## src/shared/rsq_regs.vh

```
`ifndef RSQ_REGS_VH
`define RSQ_REGS_VH
// ----------------------------------------
// Modes
// ----------------------------------------
`define RSQ_MODE_INIT    2'h0
`define RSQ_MODE_NORMAL  2'h1
`define RSQ_MODE_STOP    2'h2
`define RSQ_MODE_SOFT    2'h3
// ----------------------------------------
// Defaults and timing
// ----------------------------------------
`define RSQ_THR_DEFAULT  2'h0
`define RSQ_CLK_MHZ      100
`define RSQ_TRF_US       10
`define RSQ_RESET_DELAY_SHORT_US      10000
`define RSQ_RESET_DELAY_LONG_US      2000
`define RSQ_TCFG_US      10
`define RSQ_CNT_W        24
`define RSQ_ZERO_CNT     24'h000000
`define RSQ_ONE_CNT      24'h000001
`endif

```

## src/verilog/rsq_filter.v

```verilog
`include "rsq_regs.vh"
`default_nettype none
// ----------------------------------------
// Persistence filter: output follows input after it held steady
// ----------------------------------------
module rsq_filter #(
    parameter [`RSQ_CNT_W-1:0] LEN = `RSQ_ONE_CNT
) (
    // Clock, reset, enable
    input  wire                  clk_i,
    input  wire                  rst_n_i,
    input  wire                  en_i,
    // Data
    input  wire                  d_i,
    output reg                   q_o
);
    reg [`RSQ_CNT_W-1:0] cnt_r;
    always @(posedge clk_i or negedge rst_n_i) begin
        if (!rst_n_i) begin
            cnt_r <= `RSQ_ZERO_CNT;
            q_o   <= 1'b0;
        end else if (en_i) begin
            if (d_i == q_o) begin
                cnt_r <= `RSQ_ZERO_CNT;
            end else if (cnt_r >= LEN - `RSQ_ONE_CNT) begin
                cnt_r <= `RSQ_ZERO_CNT;
                q_o   <= d_i;
            end else begin
                cnt_r <= cnt_r + `RSQ_ONE_CNT;
            end
        end
    end
endmodule // rsq_filter
`default_nettype wire

```

## src/verilog/rsq_reset_seq.v

```verilog
`include "rsq_regs.vh"
`default_nettype none
module rsq_reset_seq #(
    parameter [`RSQ_CNT_W-1:0] TRF_CYC  = `RSQ_TRF_US * `RSQ_CLK_MHZ,
    parameter [`RSQ_CNT_W-1:0] RESET_DELAY_SHORT_CYC = `RSQ_RESET_DELAY_SHORT_US * `RSQ_CLK_MHZ,
    parameter [`RSQ_CNT_W-1:0] RESET_DELAY_LONG_CYC = `RSQ_RESET_DELAY_LONG_US * `RSQ_CLK_MHZ,
    parameter [`RSQ_CNT_W-1:0] TCFG_CYC = `RSQ_TCFG_US * `RSQ_CLK_MHZ
) (
    // Clock, reset, enable
    input  wire                  clk_i,
    input  wire                  rst_n_i,
    input  wire                  ce_i,
    // Supervision pins (asynchronous)
    input  wire                  rail_uv_i,
    input  wire                  rail_ok_rise_i,
    input  wire                  crc_select_config_pin_i,
    // Same-domain events
    input  wire                  wd_fail_i,
    // Register write port
    input  wire                  wr_i,
    input  wire [1:0]            wr_mode_i,
    input  wire                  wr_delay_sel_i,
    input  wire                  wr_sro_sel_i,
    input  wire [1:0]            wr_thr_i,
    // Register state
    output reg  [1:0]            mode_o,
    output reg                   reset_delay_select_o,
    output reg                   soft_reset_output_select_o,
    output reg  [1:0]            uv_threshold_sel_o,
    output reg                   crc_enable_o,
    output reg                   crc_pullup_en_o,
    output reg                   soft_reset_pulse_o,
    // Reset pin
    output reg                   reset_output_active_low_o
);
    // ----------------------------------------
    // Synchronisers
    // ----------------------------------------
    reg [1:0] uv_s_r;
    reg [1:0] ok_s_r;
    reg [1:0] crc_s_r;
    always @(posedge clk_i or negedge rst_n_i) begin
        if (!rst_n_i) begin
            uv_s_r  <= 2'h0;
            ok_s_r  <= 2'h0;
            crc_s_r <= 2'h0;
        end else if (ce_i) begin
            uv_s_r  <= {uv_s_r[0], rail_uv_i};
            ok_s_r  <= {ok_s_r[0], rail_ok_rise_i};
            crc_s_r <= {crc_s_r[0], crc_select_config_pin_i};
        end
    end
    wire uv_sync  = uv_s_r[1];
    wire ok_sync  = ok_s_r[1];
    wire crc_sync = crc_s_r[1];

    // ----------------------------------------
    // Undervoltage filter
    // ----------------------------------------
    wire uv_filt;
    rsq_filter #(
        .LEN     (TRF_CYC)
    ) u_uv_filt (
        .clk_i   (clk_i),
        .rst_n_i (rst_n_i),
        .en_i    (ce_i),
        .d_i     (uv_sync),
        .q_o     (uv_filt)
    );

    // ----------------------------------------
    // Sequencer state
    // ----------------------------------------
    localparam [3:0] ST_POWERUP = 4'h1;
    localparam [3:0] ST_RUN     = 4'h2;
    localparam [3:0] ST_HOLD    = 4'h4;
    localparam [3:0] ST_DELAY   = 4'h8;

    reg [3:0]            st_r;
    reg [3:0]            st_nxt;
    reg [`RSQ_CNT_W-1:0] dly_r;
    reg [`RSQ_CNT_W-1:0] dly_nxt;
    reg                  long_r;
    reg                  long_nxt;
    reg                  wd_hit_r;
    reg                  soft_hit_r;
    reg                  pwrup_r;
    reg                  pwrup_nxt;

    // Accepted soft reset only from Normal or Stop
    wire soft_req = wr_i && (wr_mode_i == `RSQ_MODE_SOFT) &&
                    ((mode_o == `RSQ_MODE_NORMAL) ||
                     (mode_o == `RSQ_MODE_STOP));
    wire soft_drive = soft_req && !soft_reset_output_select_o;

    function [`RSQ_CNT_W-1:0] delay_len;
        input sel_long;
        begin
            delay_len = sel_long ? RESET_DELAY_LONG_CYC : RESET_DELAY_SHORT_CYC;
        end
    endfunction

    // Watchdog and soft reset bypass the filter: they are already clean events
    wire event_now = uv_filt || wd_hit_r || soft_hit_r;

    always @* begin
        st_nxt    = st_r;
        dly_nxt   = dly_r;
        long_nxt  = long_r;
        pwrup_nxt = pwrup_r;
        case (st_r)
            ST_POWERUP: begin
                if (ok_sync) begin
                    st_nxt   = ST_DELAY;
                    long_nxt = 1'b0;
                    dly_nxt  = `RSQ_ZERO_CNT;
                end
            end
            ST_RUN: begin
                if (event_now) begin
                    st_nxt = ST_HOLD;
                end
            end
            ST_HOLD: begin
                if (!uv_filt) begin
                    st_nxt   = ST_DELAY;
                    long_nxt = reset_delay_select_o;
                    dly_nxt  = `RSQ_ZERO_CNT;
                end
            end
            ST_DELAY: begin
                if (uv_filt) begin
                    st_nxt = ST_HOLD;
                end else if (dly_r >= delay_len(long_r) - `RSQ_ONE_CNT) begin
                    st_nxt    = ST_RUN;
                    pwrup_nxt = 1'b0;
                end else begin
                    dly_nxt = dly_r + `RSQ_ONE_CNT;
                end
            end
            default: begin
                st_nxt = ST_POWERUP;
            end
        endcase
    end

    always @(posedge clk_i or negedge rst_n_i) begin
        if (!rst_n_i) begin
            st_r       <= ST_POWERUP;
            dly_r      <= `RSQ_ZERO_CNT;
            long_r     <= 1'b0;
            pwrup_r    <= 1'b1;
            wd_hit_r   <= 1'b0;
            soft_hit_r <= 1'b0;
            reset_output_active_low_o <= 1'b0;
        end else if (ce_i) begin
            st_r       <= st_nxt;
            dly_r      <= dly_nxt;
            long_r     <= long_nxt;
            pwrup_r    <= pwrup_nxt;
            wd_hit_r   <= wd_fail_i;
            soft_hit_r <= soft_drive;
            reset_output_active_low_o <= (st_nxt == ST_RUN);
        end
    end

    // ----------------------------------------
    // Control bits and soft reset
    // ----------------------------------------
    always @(posedge clk_i or negedge rst_n_i) begin
        if (!rst_n_i) begin
            mode_o                     <= `RSQ_MODE_INIT;
            reset_delay_select_o       <= 1'b0;
            soft_reset_output_select_o <= 1'b0;
            uv_threshold_sel_o         <= `RSQ_THR_DEFAULT;
            soft_reset_pulse_o         <= 1'b0;
        end else if (ce_i) begin
            soft_reset_pulse_o <= soft_req;
            if (soft_req) begin
                mode_o                     <= `RSQ_MODE_INIT;
                reset_delay_select_o       <= 1'b0;
                soft_reset_output_select_o <= 1'b0;
                uv_threshold_sel_o         <= `RSQ_THR_DEFAULT;
            end else if (st_r == ST_HOLD) begin
                mode_o <= `RSQ_MODE_INIT;
            end else if (wr_i && (wr_mode_i != `RSQ_MODE_SOFT)) begin
                mode_o                     <= wr_mode_i;
                reset_delay_select_o       <= wr_delay_sel_i;
                soft_reset_output_select_o <= wr_sro_sel_i;
                uv_threshold_sel_o         <= wr_thr_i;
            end
        end
    end

    // ----------------------------------------
    // CRC select start-up check
    // ----------------------------------------
    // Filter restarts on any glitch; choice latched once only
    reg [`RSQ_CNT_W-1:0] cfg_cnt_r;
    reg                  cfg_last_r;
    always @(posedge clk_i or negedge rst_n_i) begin
        if (!rst_n_i) begin
            cfg_cnt_r       <= `RSQ_ZERO_CNT;
            cfg_last_r      <= 1'b0;
            crc_enable_o    <= 1'b0;
            crc_pullup_en_o <= 1'b1;
        end else if (ce_i && crc_pullup_en_o) begin
            cfg_last_r <= crc_sync;
            if (crc_sync != cfg_last_r) begin
                cfg_cnt_r <= `RSQ_ZERO_CNT;
            end else if (cfg_cnt_r >= TCFG_CYC - `RSQ_ONE_CNT) begin
                crc_enable_o    <= crc_sync;
                crc_pullup_en_o <= 1'b0;
            end else begin
                cfg_cnt_r <= cfg_cnt_r + `RSQ_ONE_CNT;
            end
        end
    end
endmodule // rsq_reset_seq
`default_nettype wire
```

## config.mk

```make
export PLATFORM = sky130hd
export DESIGN_NAME = rsq_reset_seq
export DESIGN_NICKNAME = d
export VERILOG_FILES = /design/src/verilog/rsq_filter.v /design/src/verilog/rsq_reset_seq.v
export VERILOG_INCLUDE_DIRS = /design/src /design/src/shared
export SDC_FILE = /design/constraint.sdc
export NUM_CORES = 1
export LEC_CHECK = 0
export ABC_AREA = 1
export BUFFER_PORTS_ARGS = -buffer_cell sky130_fd_sc_hd__buf_2
export CAP_MARGIN = 20
export CORE_MARGIN = 2
export CORE_UTILIZATION = 55
export CTS_BUF_LIST = sky130_fd_sc_hd__clkbuf_16
export CTS_CLUSTER_DIAMETER = 30
export DETAILED_ROUTE_END_ITERATION = 16
export PLACE_DENSITY = 0.75
export SLEW_MARGIN = 15
export SYNTH_ARGS = -nofsm -noshare
export SYNTH_HDL_FRONTEND = slang
export SYNTH_HIERARCHICAL = 1
export SYNTH_SLANG_ARGS = --single-unit
```

## constraint.sdc

```tcl
create_clock -name clk_i -period 1.68 [get_ports clk_i]
set_input_delay 0.084 -clock clk_i [delete_from_list [all_inputs] [get_ports clk_i]]
set_output_delay 0.084 -clock clk_i [all_outputs]
set_load 0.03 [all_outputs]
```

# Yosys cells after proc, flatten, opt, wreduce, memory -nomap -nowiden
# Index checks and enable logic that the tools add are counted.
[op_classes]
n_addsub = 4
n_lt_le_gt_ge = 3
eq_ne = 17
muxes = 31
bitwise = 2
reduce_logical = 20
[ops]
columns = ["operator", "n"]
rows = [
  ["two-way mux 24 bit", 8],
  ["adder 24 x 1 -> 24 bit (second input constant)", 3],
  ["case mux 24 bit (3 select lines)", 1],
  ["greater-or-equal comparator 24 x 10 -> 1 bit (second input constant)", 2],
  ["greater-or-equal comparator 24 bit", 1],
  ["subtractor 20 x 1 -> 21 bit (second input constant)", 1],
  ["two-way mux 20 bit", 1],
  ["two-way mux 4 bit", 5],
  ["case mux 4 bit (4 select lines)", 1],
  ["!= test 2 bit (second input constant)", 7],
  ["two-way mux 2 bit", 6],
  ["AND reduction 3 bit", 3],
  ["equality test 4 x 2 -> 1 bit (second input constant)", 2],
  ["two-way mux 1 bit", 8],
  ["AND reduction 6 bit", 1],
  ["nonzero test 3 bit", 2],
  ["logical AND 1 bit", 5],
  ["equality test 2 bit (second input constant)", 2],
  ["equality test 4 x 1 -> 1 bit (second input constant)", 1],
  ["equality test 4 x 3 -> 1 bit (second input constant)", 1],
  ["equality test 4 bit (second input constant)", 1],
  ["AND reduction 2 bit", 2],
  ["AND reduction 4 bit", 1],
  ["nonzero test 2 bit", 2],
  ["7 further kinds", 10],
]
[word_totals]
ff_bits = 97
word_cells = 97

# Longest topological paths before layout
# Gate-level depths: netlist of the first run.
[logic_depth]
ltp_word = 7
depth_mapped = 14

# Cells and area by module
# Netlist of the first run, hierarchy kept.
[by_module_without_submodules]
columns = ["module", "instances", "cells_each", "area_each_um2"]
rows = [
  ["rsq_reset_seq", 1, 527, 4092.7],
  ["rsq_filter", 1, 165, 1286.2],
]

# Worst setup path after synthesis of the first run
# OpenSTA, ideal clock, no wires.
[synth_path]
path_kind = "reg2reg"
startpoint = "register long_r"
endpoint = "register dly_r[0]"
arrival_time_ns = 1.670
required_ns = 1.563
path_slack_ns = -0.107
stages_incl_launch_ff = 14
n_path_buf = 1
synth_period_minus_slack_ns = 1.787
path_cell_list = "dfrtp_1 inv_1 ha_1 nand2_1 inv_1 nand2_1 nand2_1 nand2_1 nand2_1 a21oi_4 nand2_4 buf_6 nand3_2 nand2_1"
[synth_between]
elab_chain_len = 5
[synth_lines]
columns = ["element", "line_no", "rtl"]
rows = [
  ["start, declared", "rsq_reset_seq.v:83", "reg long_r;"],
  ["start signal, assigned", "rsq_reset_seq.v:159", "long_r <= long_nxt;"],
  ["two-way mux 20 bit", "rsq_reset_seq.v:99", "delay_len = sel_long ? RESET_DELAY_LONG_CYC : RESET_DELAY_SHORT_CYC;"],
  ["subtractor 20 x 1 -> 21 bit (no source line)", "-", ""],
  ["greater-or-equal comparator 24 bit (no source line)", "-", ""],
  ["!= test 2 bit (no source line)", "-", ""],
  ["AND reduction 6 bit (no source line)", "-", ""],
  ["end signal, assigned", "rsq_reset_seq.v:150", "dly_r <= `RSQ_ZERO_CNT;"],
  ["end signal, assigned", "rsq_reset_seq.v:158", "dly_r <= dly_nxt;"],
  ["end, declared", "rsq_reset_seq.v:81", "reg [`RSQ_CNT_W-1:0] dly_r;"],
]
# Every way passes these cells.
# A chain may end at the register's enable or synchronous reset.

# Final worst setup path of the first run
[layout_path]
startpoint = "register long_r"
endpoint = "register dly_r[17]"
# The elaborated chain is that of the path after synthesis.

==> results.tsv, run 1 <==
stage	metric	value	unit
finish	antenna_cells	0	
clocking	clk_pin_slew	0.07	ns
die	dieArea	10600	µm²
detailed_routing	drc	0	
detailed_routing	drt_iter0_markers	216	
die	core-area	9640	µm²
die	num_io_pins	24	
synthesis	async_flop_share	1.00	
clocking	numCtsBuffers	9	
synthesis	yosys_warnings	6	
clocking	cts_root_buf	clkbuf_16	
synthesis	ys_ff_latch	97	
synthesis	synth_edf_count	0	
finish	area_growth	20.8	%
critical_path	r2r_cells	12	
die	die-height	103	µm
critical_path	critPathLaunch	long_r$_DFFE_PN0P_	
detailed_routing	vias	4602	
sta	fin_skew	0.00564	ns
finish	fin_nets	790	
synthesis	avgSynthCellArea	7.77	µm²
sta	fin_ws	-0.190	ns
clocking	clock_latency	0.35	ns
critical_path	reg2reg_slack	-0.19	ns
detailed_routing	final_antenna_net_count	0	
sta	period_share	1.11	
synthesis	synthCells	692	
global_route	grt_pass1_vias	4381	
critical_path	cp.depth	12	
critical_path	crit_path_start_kind	register	
critical_path	crit_family	simple AND/OR/NAND/NOR gates	
synthesis	synth_cell_types	39	
sta	max_freq	535	MHz
global_route	track_usage	0.232	
clocking	cts_buffer_depth	2	
outcome	violations	setup timing	
critical_path	cp_max_fo	15	
detailed_routing	dr.pass1.iters	4	
detailed_routing	via_per_inst	5.09	
finish	final_cell_mix	nand2_1 (183), nor2_1 (109), dfrtp_1 (94)	
placement	hpwlAfterDp	7660	µm
die	dieWidth	103	µm
sta	worst_pin_slew	0.527	ns
worst_hold_path	hold_path_class	in2reg	
finish	final_core_util	0.674	
sta	setup-violations-final	27	
critical_path	endpoint_kind	register	
sta	max-slew-margin-rel	0.648	
die	floorplan.rows	36	
critical_path	arrival	2.11	ns
critical_path	cp-endpoint	dly_r[17]$_DFFE_PN0P_	
sta	final.min_clock_period	1.87	ns
critical_path	timing.rr.end	dly_r[17]$_DFFE_PN0P_	
critical_path	path_cells	ha_1, nand2_1, inv_2, nand2_2, nor2_4, nand3_2, nand2_4, a21oi_4, nand2_4, buf_12, nand3_1, nand2_1	
finish	final_layout_size_suffix_gt1_frac	0.211	
synthesis	netlist_area	5380	µm²
clocking	clock-sinks	97	
critical_path	r2r-start	long_r$_DFFE_PN0P_	
global_route	grt_max_degree	98	
synthesis	syn_nets	716	
clocking	tritoncts	done	
power	leakagePower	3.19	nW
detailed_routing	wire_per_inst	12.8	µm
sta	finalMaxSlewViolations	0	
critical_path	critPathBufInv	2	
synthesis	ys.flop_type	dfrtp_1	
synthesis	yosys-top-cells-area	dfrtp_1 (44%), nand2_1 (13%), nor2_1 (7.9%)	
critical_path	worstSetupPathType	reg2reg	
global_route	grt_overflow_total	0	
placement	port_buffers	23	
synthesis	synth_top_area_frac	0.442	
synthesis	synth_top_area_cell	dfrtp_1	
critical_path	cp_slowest_stage_delay	0.49	ns
global_route	grt_pass1_wl	19300	µm
placement	placed_area	5920	µm²
clocking	htreeDepth	3	
critical_path	crit_slowest_cell	dfrtp_2	
power	vdd_drop_max	0.000695	V
sta	rsz0062_at_grt	true	
detailed_routing	drt-total-wl	11600	µm
critical_path	worstPathRequired	1.92	ns
run	cap_violations	0	
outcome	status	finished with violations	
global_route	antenna_found_initial	0	
power	pwr_density_cell	1070	nW/µm²
finish	layout_commonest_cell	nand2_1	
die	initial_utilization	0.558	
finish	fin_area	6500	µm²
synthesis	ys_seq_area_frac	0.452	
sta	hold_violations	0	
placement	globalplace.congestion	0.952	
flip-flops by register name (all words and copies together) (netlist names), 2 cells and up:
signal              cells
cfg_cnt_r              24
dly_r                  24
u_uv_filt/cnt_r        24
st_r                    4
crc_s_r                 2
mode_o                  2
ok_s_r                  2
uv_s_r                  2
uv_threshold_sel_o      2
synth_stat cells (2+ instances only):
master,number
nand2_1,189
nor2_1,113
dfrtp_1,95
inv_1,74
nand3_1,63
nand4_1,19
xor2_1,16
nand3_2,12
o21ai_0,11
ha_1,10
nand2_2,10
xnor2_1,9
o21ai_1,8
buf_2,6
buf_6,6
inv_2,6
nor3_1,5
nand2_4,4
nor2_2,4
nor2_4,4
a21oi_1,3
clkinv_1,3
buf_1,2
dfstp_2,2
nor2_8,2
o22ai_1,2
or2_2,2
per-layer routing:
metal | vias up | global-route usage | routed length (µm)
met5 | - | 0 | 0
met4 | 0 | 0.102 | 250
met3 | 25 | 0.0393 | 489
met2 | 107 | 0.391 | 5730
met1 | 2136 | 0.295 | 5100
li1 | 2334 | - | -
worst reg2reg max path, cell delays in order (launching register included):
cell,delay [ns]
dfrtp_2,0.49
ha_1,0.34
nand2_1,0.08
inv_2,0.03
nand2_2,0.06
nor2_4,0.05
nand3_2,0.09
nand2_4,0.06
a21oi_4,0.16
nand2_4,0.09
buf_12,0.16
nand3_1,0.07
nand2_1,0.06
worst min path at each step:
stage	endpoint	slack, ns	startpoint	cells past startpoint
after floorplan	cfg_cnt_r[0]$_DFFE_PN0P_	-0.21	rst_n_i	0
after global placement	u_uv_filt/cnt_r[9]$_DFFE_PN0P_	0.18	rst_n_i	2
after detailed placement	cfg_cnt_r[2]$_DFFE_PN0P_	0.19	rst_n_i	2
after CTS	mode_o[0]$_DFFE_PN0P_	0.005	wr_mode_i[0]	3
after global routing	mode_o[0]$_DFFE_PN0P_	0.03	wr_mode_i[0]	3
final	mode_o[0]$_DFFE_PN0P_	0.01	wr_mode_i[0]	3
report_power, final:
| group | internal (mW) | switching, mW | total (mW) |
|---|---|---|---|
| Combinational | 0.708 | 1.31 | 2.02 |
| Sequential | 2.66 | 0.210 | 2.87 |
| Clock | 1.06 | 1.01 | 2.07 |
cell families (layout without fill, tap and decap cells):
family | after synthesis | count (layout) | synth area share
AO/OA/AOI/OAI | 30 | 30 | 0.0340
XOR/XNOR | 25 | 25 | 0.0407
adder cells (fa/ha/maj) | 10 | 10 | 0.0233
buffers and inverters | 99 | 176 | 0.0805
flip-flops | 97 | 97 | 0.452
AND/OR/NAND/NOR | 431 | 433 | 0.370
cell type report:
type | instances | area [µm²]
clock buffers | 9 | 225
clock inverters | 7 | 81.3
fillers | 773 | 3140
inverters | 83 | 317
multi-input cells | 498 | 2690
flip-flops and latches | 97 | 2430
well taps | 133 | 166
repair buffers | 77 | 584
repair_timing:
item	4_1_cts	5_1_grt
endpoints found under the setup margin	27	53
hold buffers	10	0
hold endpoints to repair	105	0
gates cloned	1	1
gates resized for setup	5	28
setup buffers	0	1
pin swaps	3	4
stage by stage:
step / power [mW] / hold slack [ns] / setup TNS, ns / instances / worst slack (ns)
2_1_floorplan: 4.21 / -0.212 / -0.751 / 692 / -0.0409
3_3_place_gp: 4.71 / 0.177 / -2.65 / 875 / -0.164
3_5_place_dp: 4.78 / 0.185 / -5.43 / 875 / -0.283
4_1_cts: 6.90 / 0.00537 / -2.99 / 902 / -0.157
5_1_grt: 7.35 / 0.0266 / -7.55 / 904 / -0.312
6_report: 6.95 / 0.0139 / -4.56 / 904 / -0.190
Note: power is estimated with default switching activity, not from simulation.
==> run 2, diff against run 1 <==
--- a/config.mk
+++ b/config.mk
@@ -15,6 +15,7 @@
 export CTS_CLUSTER_DIAMETER = 30
 export DETAILED_ROUTE_END_ITERATION = 16
 export PLACE_DENSITY = 0.75
+export SKIP_CTS_REPAIR_TIMING = 1
 export SLEW_MARGIN = 15
 export SYNTH_ARGS = -nofsm -noshare
 export SYNTH_HDL_FRONTEND = slang
==> run 2 against run 1 <==
Against the previous run:
- the run ends with hold timing, setup timing left
- clock power hardly changed
- register-to-register slack improved by 0.02 ns
- worst hold slack worse by 0.049 ns
- count of clock-buffer cells in the layout stayed put
- global-route usage down 0.79 points
- clock skew is 0.00096 ns higher
- power increased by 0.24%
- worst setup slack better by 0.019 ns
- sequential share of layout area barely moved
- cell area is essentially flat
- wire length down 0.98%
- non-clock buffer count fell by 2
==> results.tsv, run 2 (synthesis results as in run 1) <==
stage	metric	value	unit	change
sta	fin_skew	0.00660	ns	+0.000955 ns
global_route	grt_overflow_total	0		unchanged
critical_path	crit_slowest_cell	dfrtp_2		
sta	finalMaxSlewViolations	0		unchanged
sta	setup-violations-final	27		unchanged
die	core-area	9640	µm²	unchanged
die	dieWidth	103	µm	unchanged
critical_path	cp_slowest_stage_delay	0.49	ns	about the same
clocking	cts_buffer_depth	2		unchanged
die	initial_utilization	0.558		unchanged
clocking	clock-sinks	97		unchanged
power	vdd_drop_max	0.000696	V	about the same
clocking	clock_latency	0.35	ns	about the same
global_route	grt_max_degree	98		unchanged
clocking	numCtsBuffers	9		unchanged
finish	layout_commonest_cell	nand2_1		
placement	port_buffers	23		unchanged
worst_hold_path	hold_path_class	in2reg		
die	die-height	103	µm	unchanged
critical_path	arrival	2.09	ns	-0.02 ns
sta	max-slew-margin-rel	0.655		+0.00699
detailed_routing	drc	0		unchanged
critical_path	r2r-start	long_r$_DFFE_PN0P_		
clocking	htreeDepth	3		unchanged
detailed_routing	via_per_inst	5.12		+0.61%
detailed_routing	drt-total-wl	11500	µm	-0.98%
critical_path	worstPathRequired	1.92	ns	about the same
sta	max_freq	540	MHz	+1.0%
sta	worst_pin_slew	0.517	ns	-0.0105 ns
critical_path	cp_max_fo	7		-8
sta	final.min_clock_period	1.85	ns	-0.0194 ns
sta	rsz0062_at_grt	true		
critical_path	crit_path_start_kind	register		
finish	final_cell_mix	nand2_1 (183), nor2_1 (111), dfrtp_1 (94)		
global_route	grt_pass1_wl	18800	µm	-3.0%
clocking	clk_pin_slew	0.07	ns	about the same
sta	period_share	1.10		-0.0116
detailed_routing	drt_iter0_markers	184		-15%
critical_path	worstSetupPathType	reg2reg		
sta	hold_violations	3		+3
die	floorplan.rows	36		unchanged
sta	finalSetupTns	-3.47	ns	+1.09 ns
global_route	grt_pass1_vias	4307		-1.7%
critical_path	critPathLaunch	long_r$_DFFE_PN0P_		
die	num_io_pins	24		unchanged
finish	antenna_cells	0		unchanged
global_route	track_usage	0.224		-0.00793
critical_path	cp-endpoint	dly_r[20]$_DFFE_PN0P_		
critical_path	path_cells	ha_1, nand2_1, inv_2, nand2_2, nor2_4, nand3_2, nand2_4, inv_2, nand2_4, nand2_8, nand3_1, nand2_1		
sta	fin_ws	-0.171	ns	+0.0194 ns
finish	reg_top3	cfg_cnt_r (24), dly_r (24), u_uv_filt/cnt_r (24)		
placement	hpwlAfterDp	7660	µm	unchanged
outcome	status	finished with violations		
finish	area_growth	20.7	%	about the same
clocking	cts_root_buf	clkbuf_16		
power	leakagePower	3.16	nW	-0.76%
critical_path	r2r_cells	12		unchanged
finish	final_layout_size_suffix_gt1_frac	0.213		+0.00185
critical_path	timing.rr.end	dly_r[20]$_DFFE_PN0P_		
finish	fin_nets	788		-0.25%
detailed_routing	dr.pass1.iters	5		+1
die	dieArea	10600	µm²	unchanged
global_route	antenna_found_initial	0		unchanged
critical_path	reg2reg_slack	-0.17	ns	+0.02 ns
placement	globalplace.congestion	0.952		unchanged
power	pwr_density_cell	1070	nW/µm²	+0.28%
detailed_routing	vias	4620		+0.39%
critical_path	endpoint_kind	register		
sta	fin_hold_ws	-0.0347	ns	-0.0486 ns
detailed_routing	final_antenna_net_count	0		unchanged
detailed_routing	wire_per_inst	12.7	µm	-0.76%
run	cap_violations	0		unchanged
outcome	violations	hold timing, setup timing		
power	p_total	6.97	mW	+0.24%
clocking	tritoncts	done		
run 2: worst max-delay path: cells and delay by family (launching register included):
kind,cells,cell delay (ns)
DFF,1,0.49
adders and majority gates,1,0.33
buffers and inverters,2,0.10
and+or+nand+nor,9,0.81
run 2: metrics by stage:
| stage | worst slack (ns) | area [µm²] | cells | utilization |
|---|---|---|---|---|
| floorplan | -0.0409 | 5420 | 692 | - |
| global placement | -0.164 | 5920 | 875 | 0.615 |
| detailed placement | -0.283 | 5920 | 875 | 0.615 |
| CTS | -0.303 | 6230 | 891 | 0.646 |
| global route | -0.316 | 6490 | 902 | 0.674 |
| finish | -0.171 | 6490 | 902 | 0.674 |
run 2: worst min path at each step:
stage | from | to | slack, ns | depth (start not counted)
after floorplan | rst_n_i | cfg_cnt_r[0]$_DFFE_PN0P_ | -0.21 | 0
after CTS | rst_n_i | u_uv_filt/cnt_r[9]$_DFFE_PN0P_ | -0.20 | 2
after detailed placement | rst_n_i | cfg_cnt_r[2]$_DFFE_PN0P_ | 0.19 | 2
final | wr_delay_sel_i | reset_delay_select_o$_DFFE_PN0P_ | -0.03 | 3
after global routing | wr_delay_sel_i | reset_delay_select_o$_DFFE_PN0P_ | 0.02 | 3
after global placement | rst_n_i | u_uv_filt/cnt_r[9]$_DFFE_PN0P_ | 0.18 | 2
run 2: layout make-up:
cell class,instances,area [µm²]
Clock buffer,9,225
Clock inverter,7,81.3
Fill cell,772,3150
Inverter,83,317
Multi-Input combinational cell,498,2710
Sequential cell,97,2430
Tap cell,133,166
Timing Repair Buffer,75,562
run 2: metal layers:
layer	up-vias	track usage	routed length, µm
li1	2340	-	-
met1	2137	0.288	5080
met2	118	0.374	5640
met3	25	0.0380	491
met4	0	0.0992	247
met5	-	0	0
run 2: power breakdown:
group | total (mW) | internal, mW | switching, mW
registers | 2.86 | 2.66 | 0.208
clock network | 2.07 | 1.06 | 1.01
logic | 2.03 | 0.718 | 1.31
total | 6.97 | 4.43 | 2.53
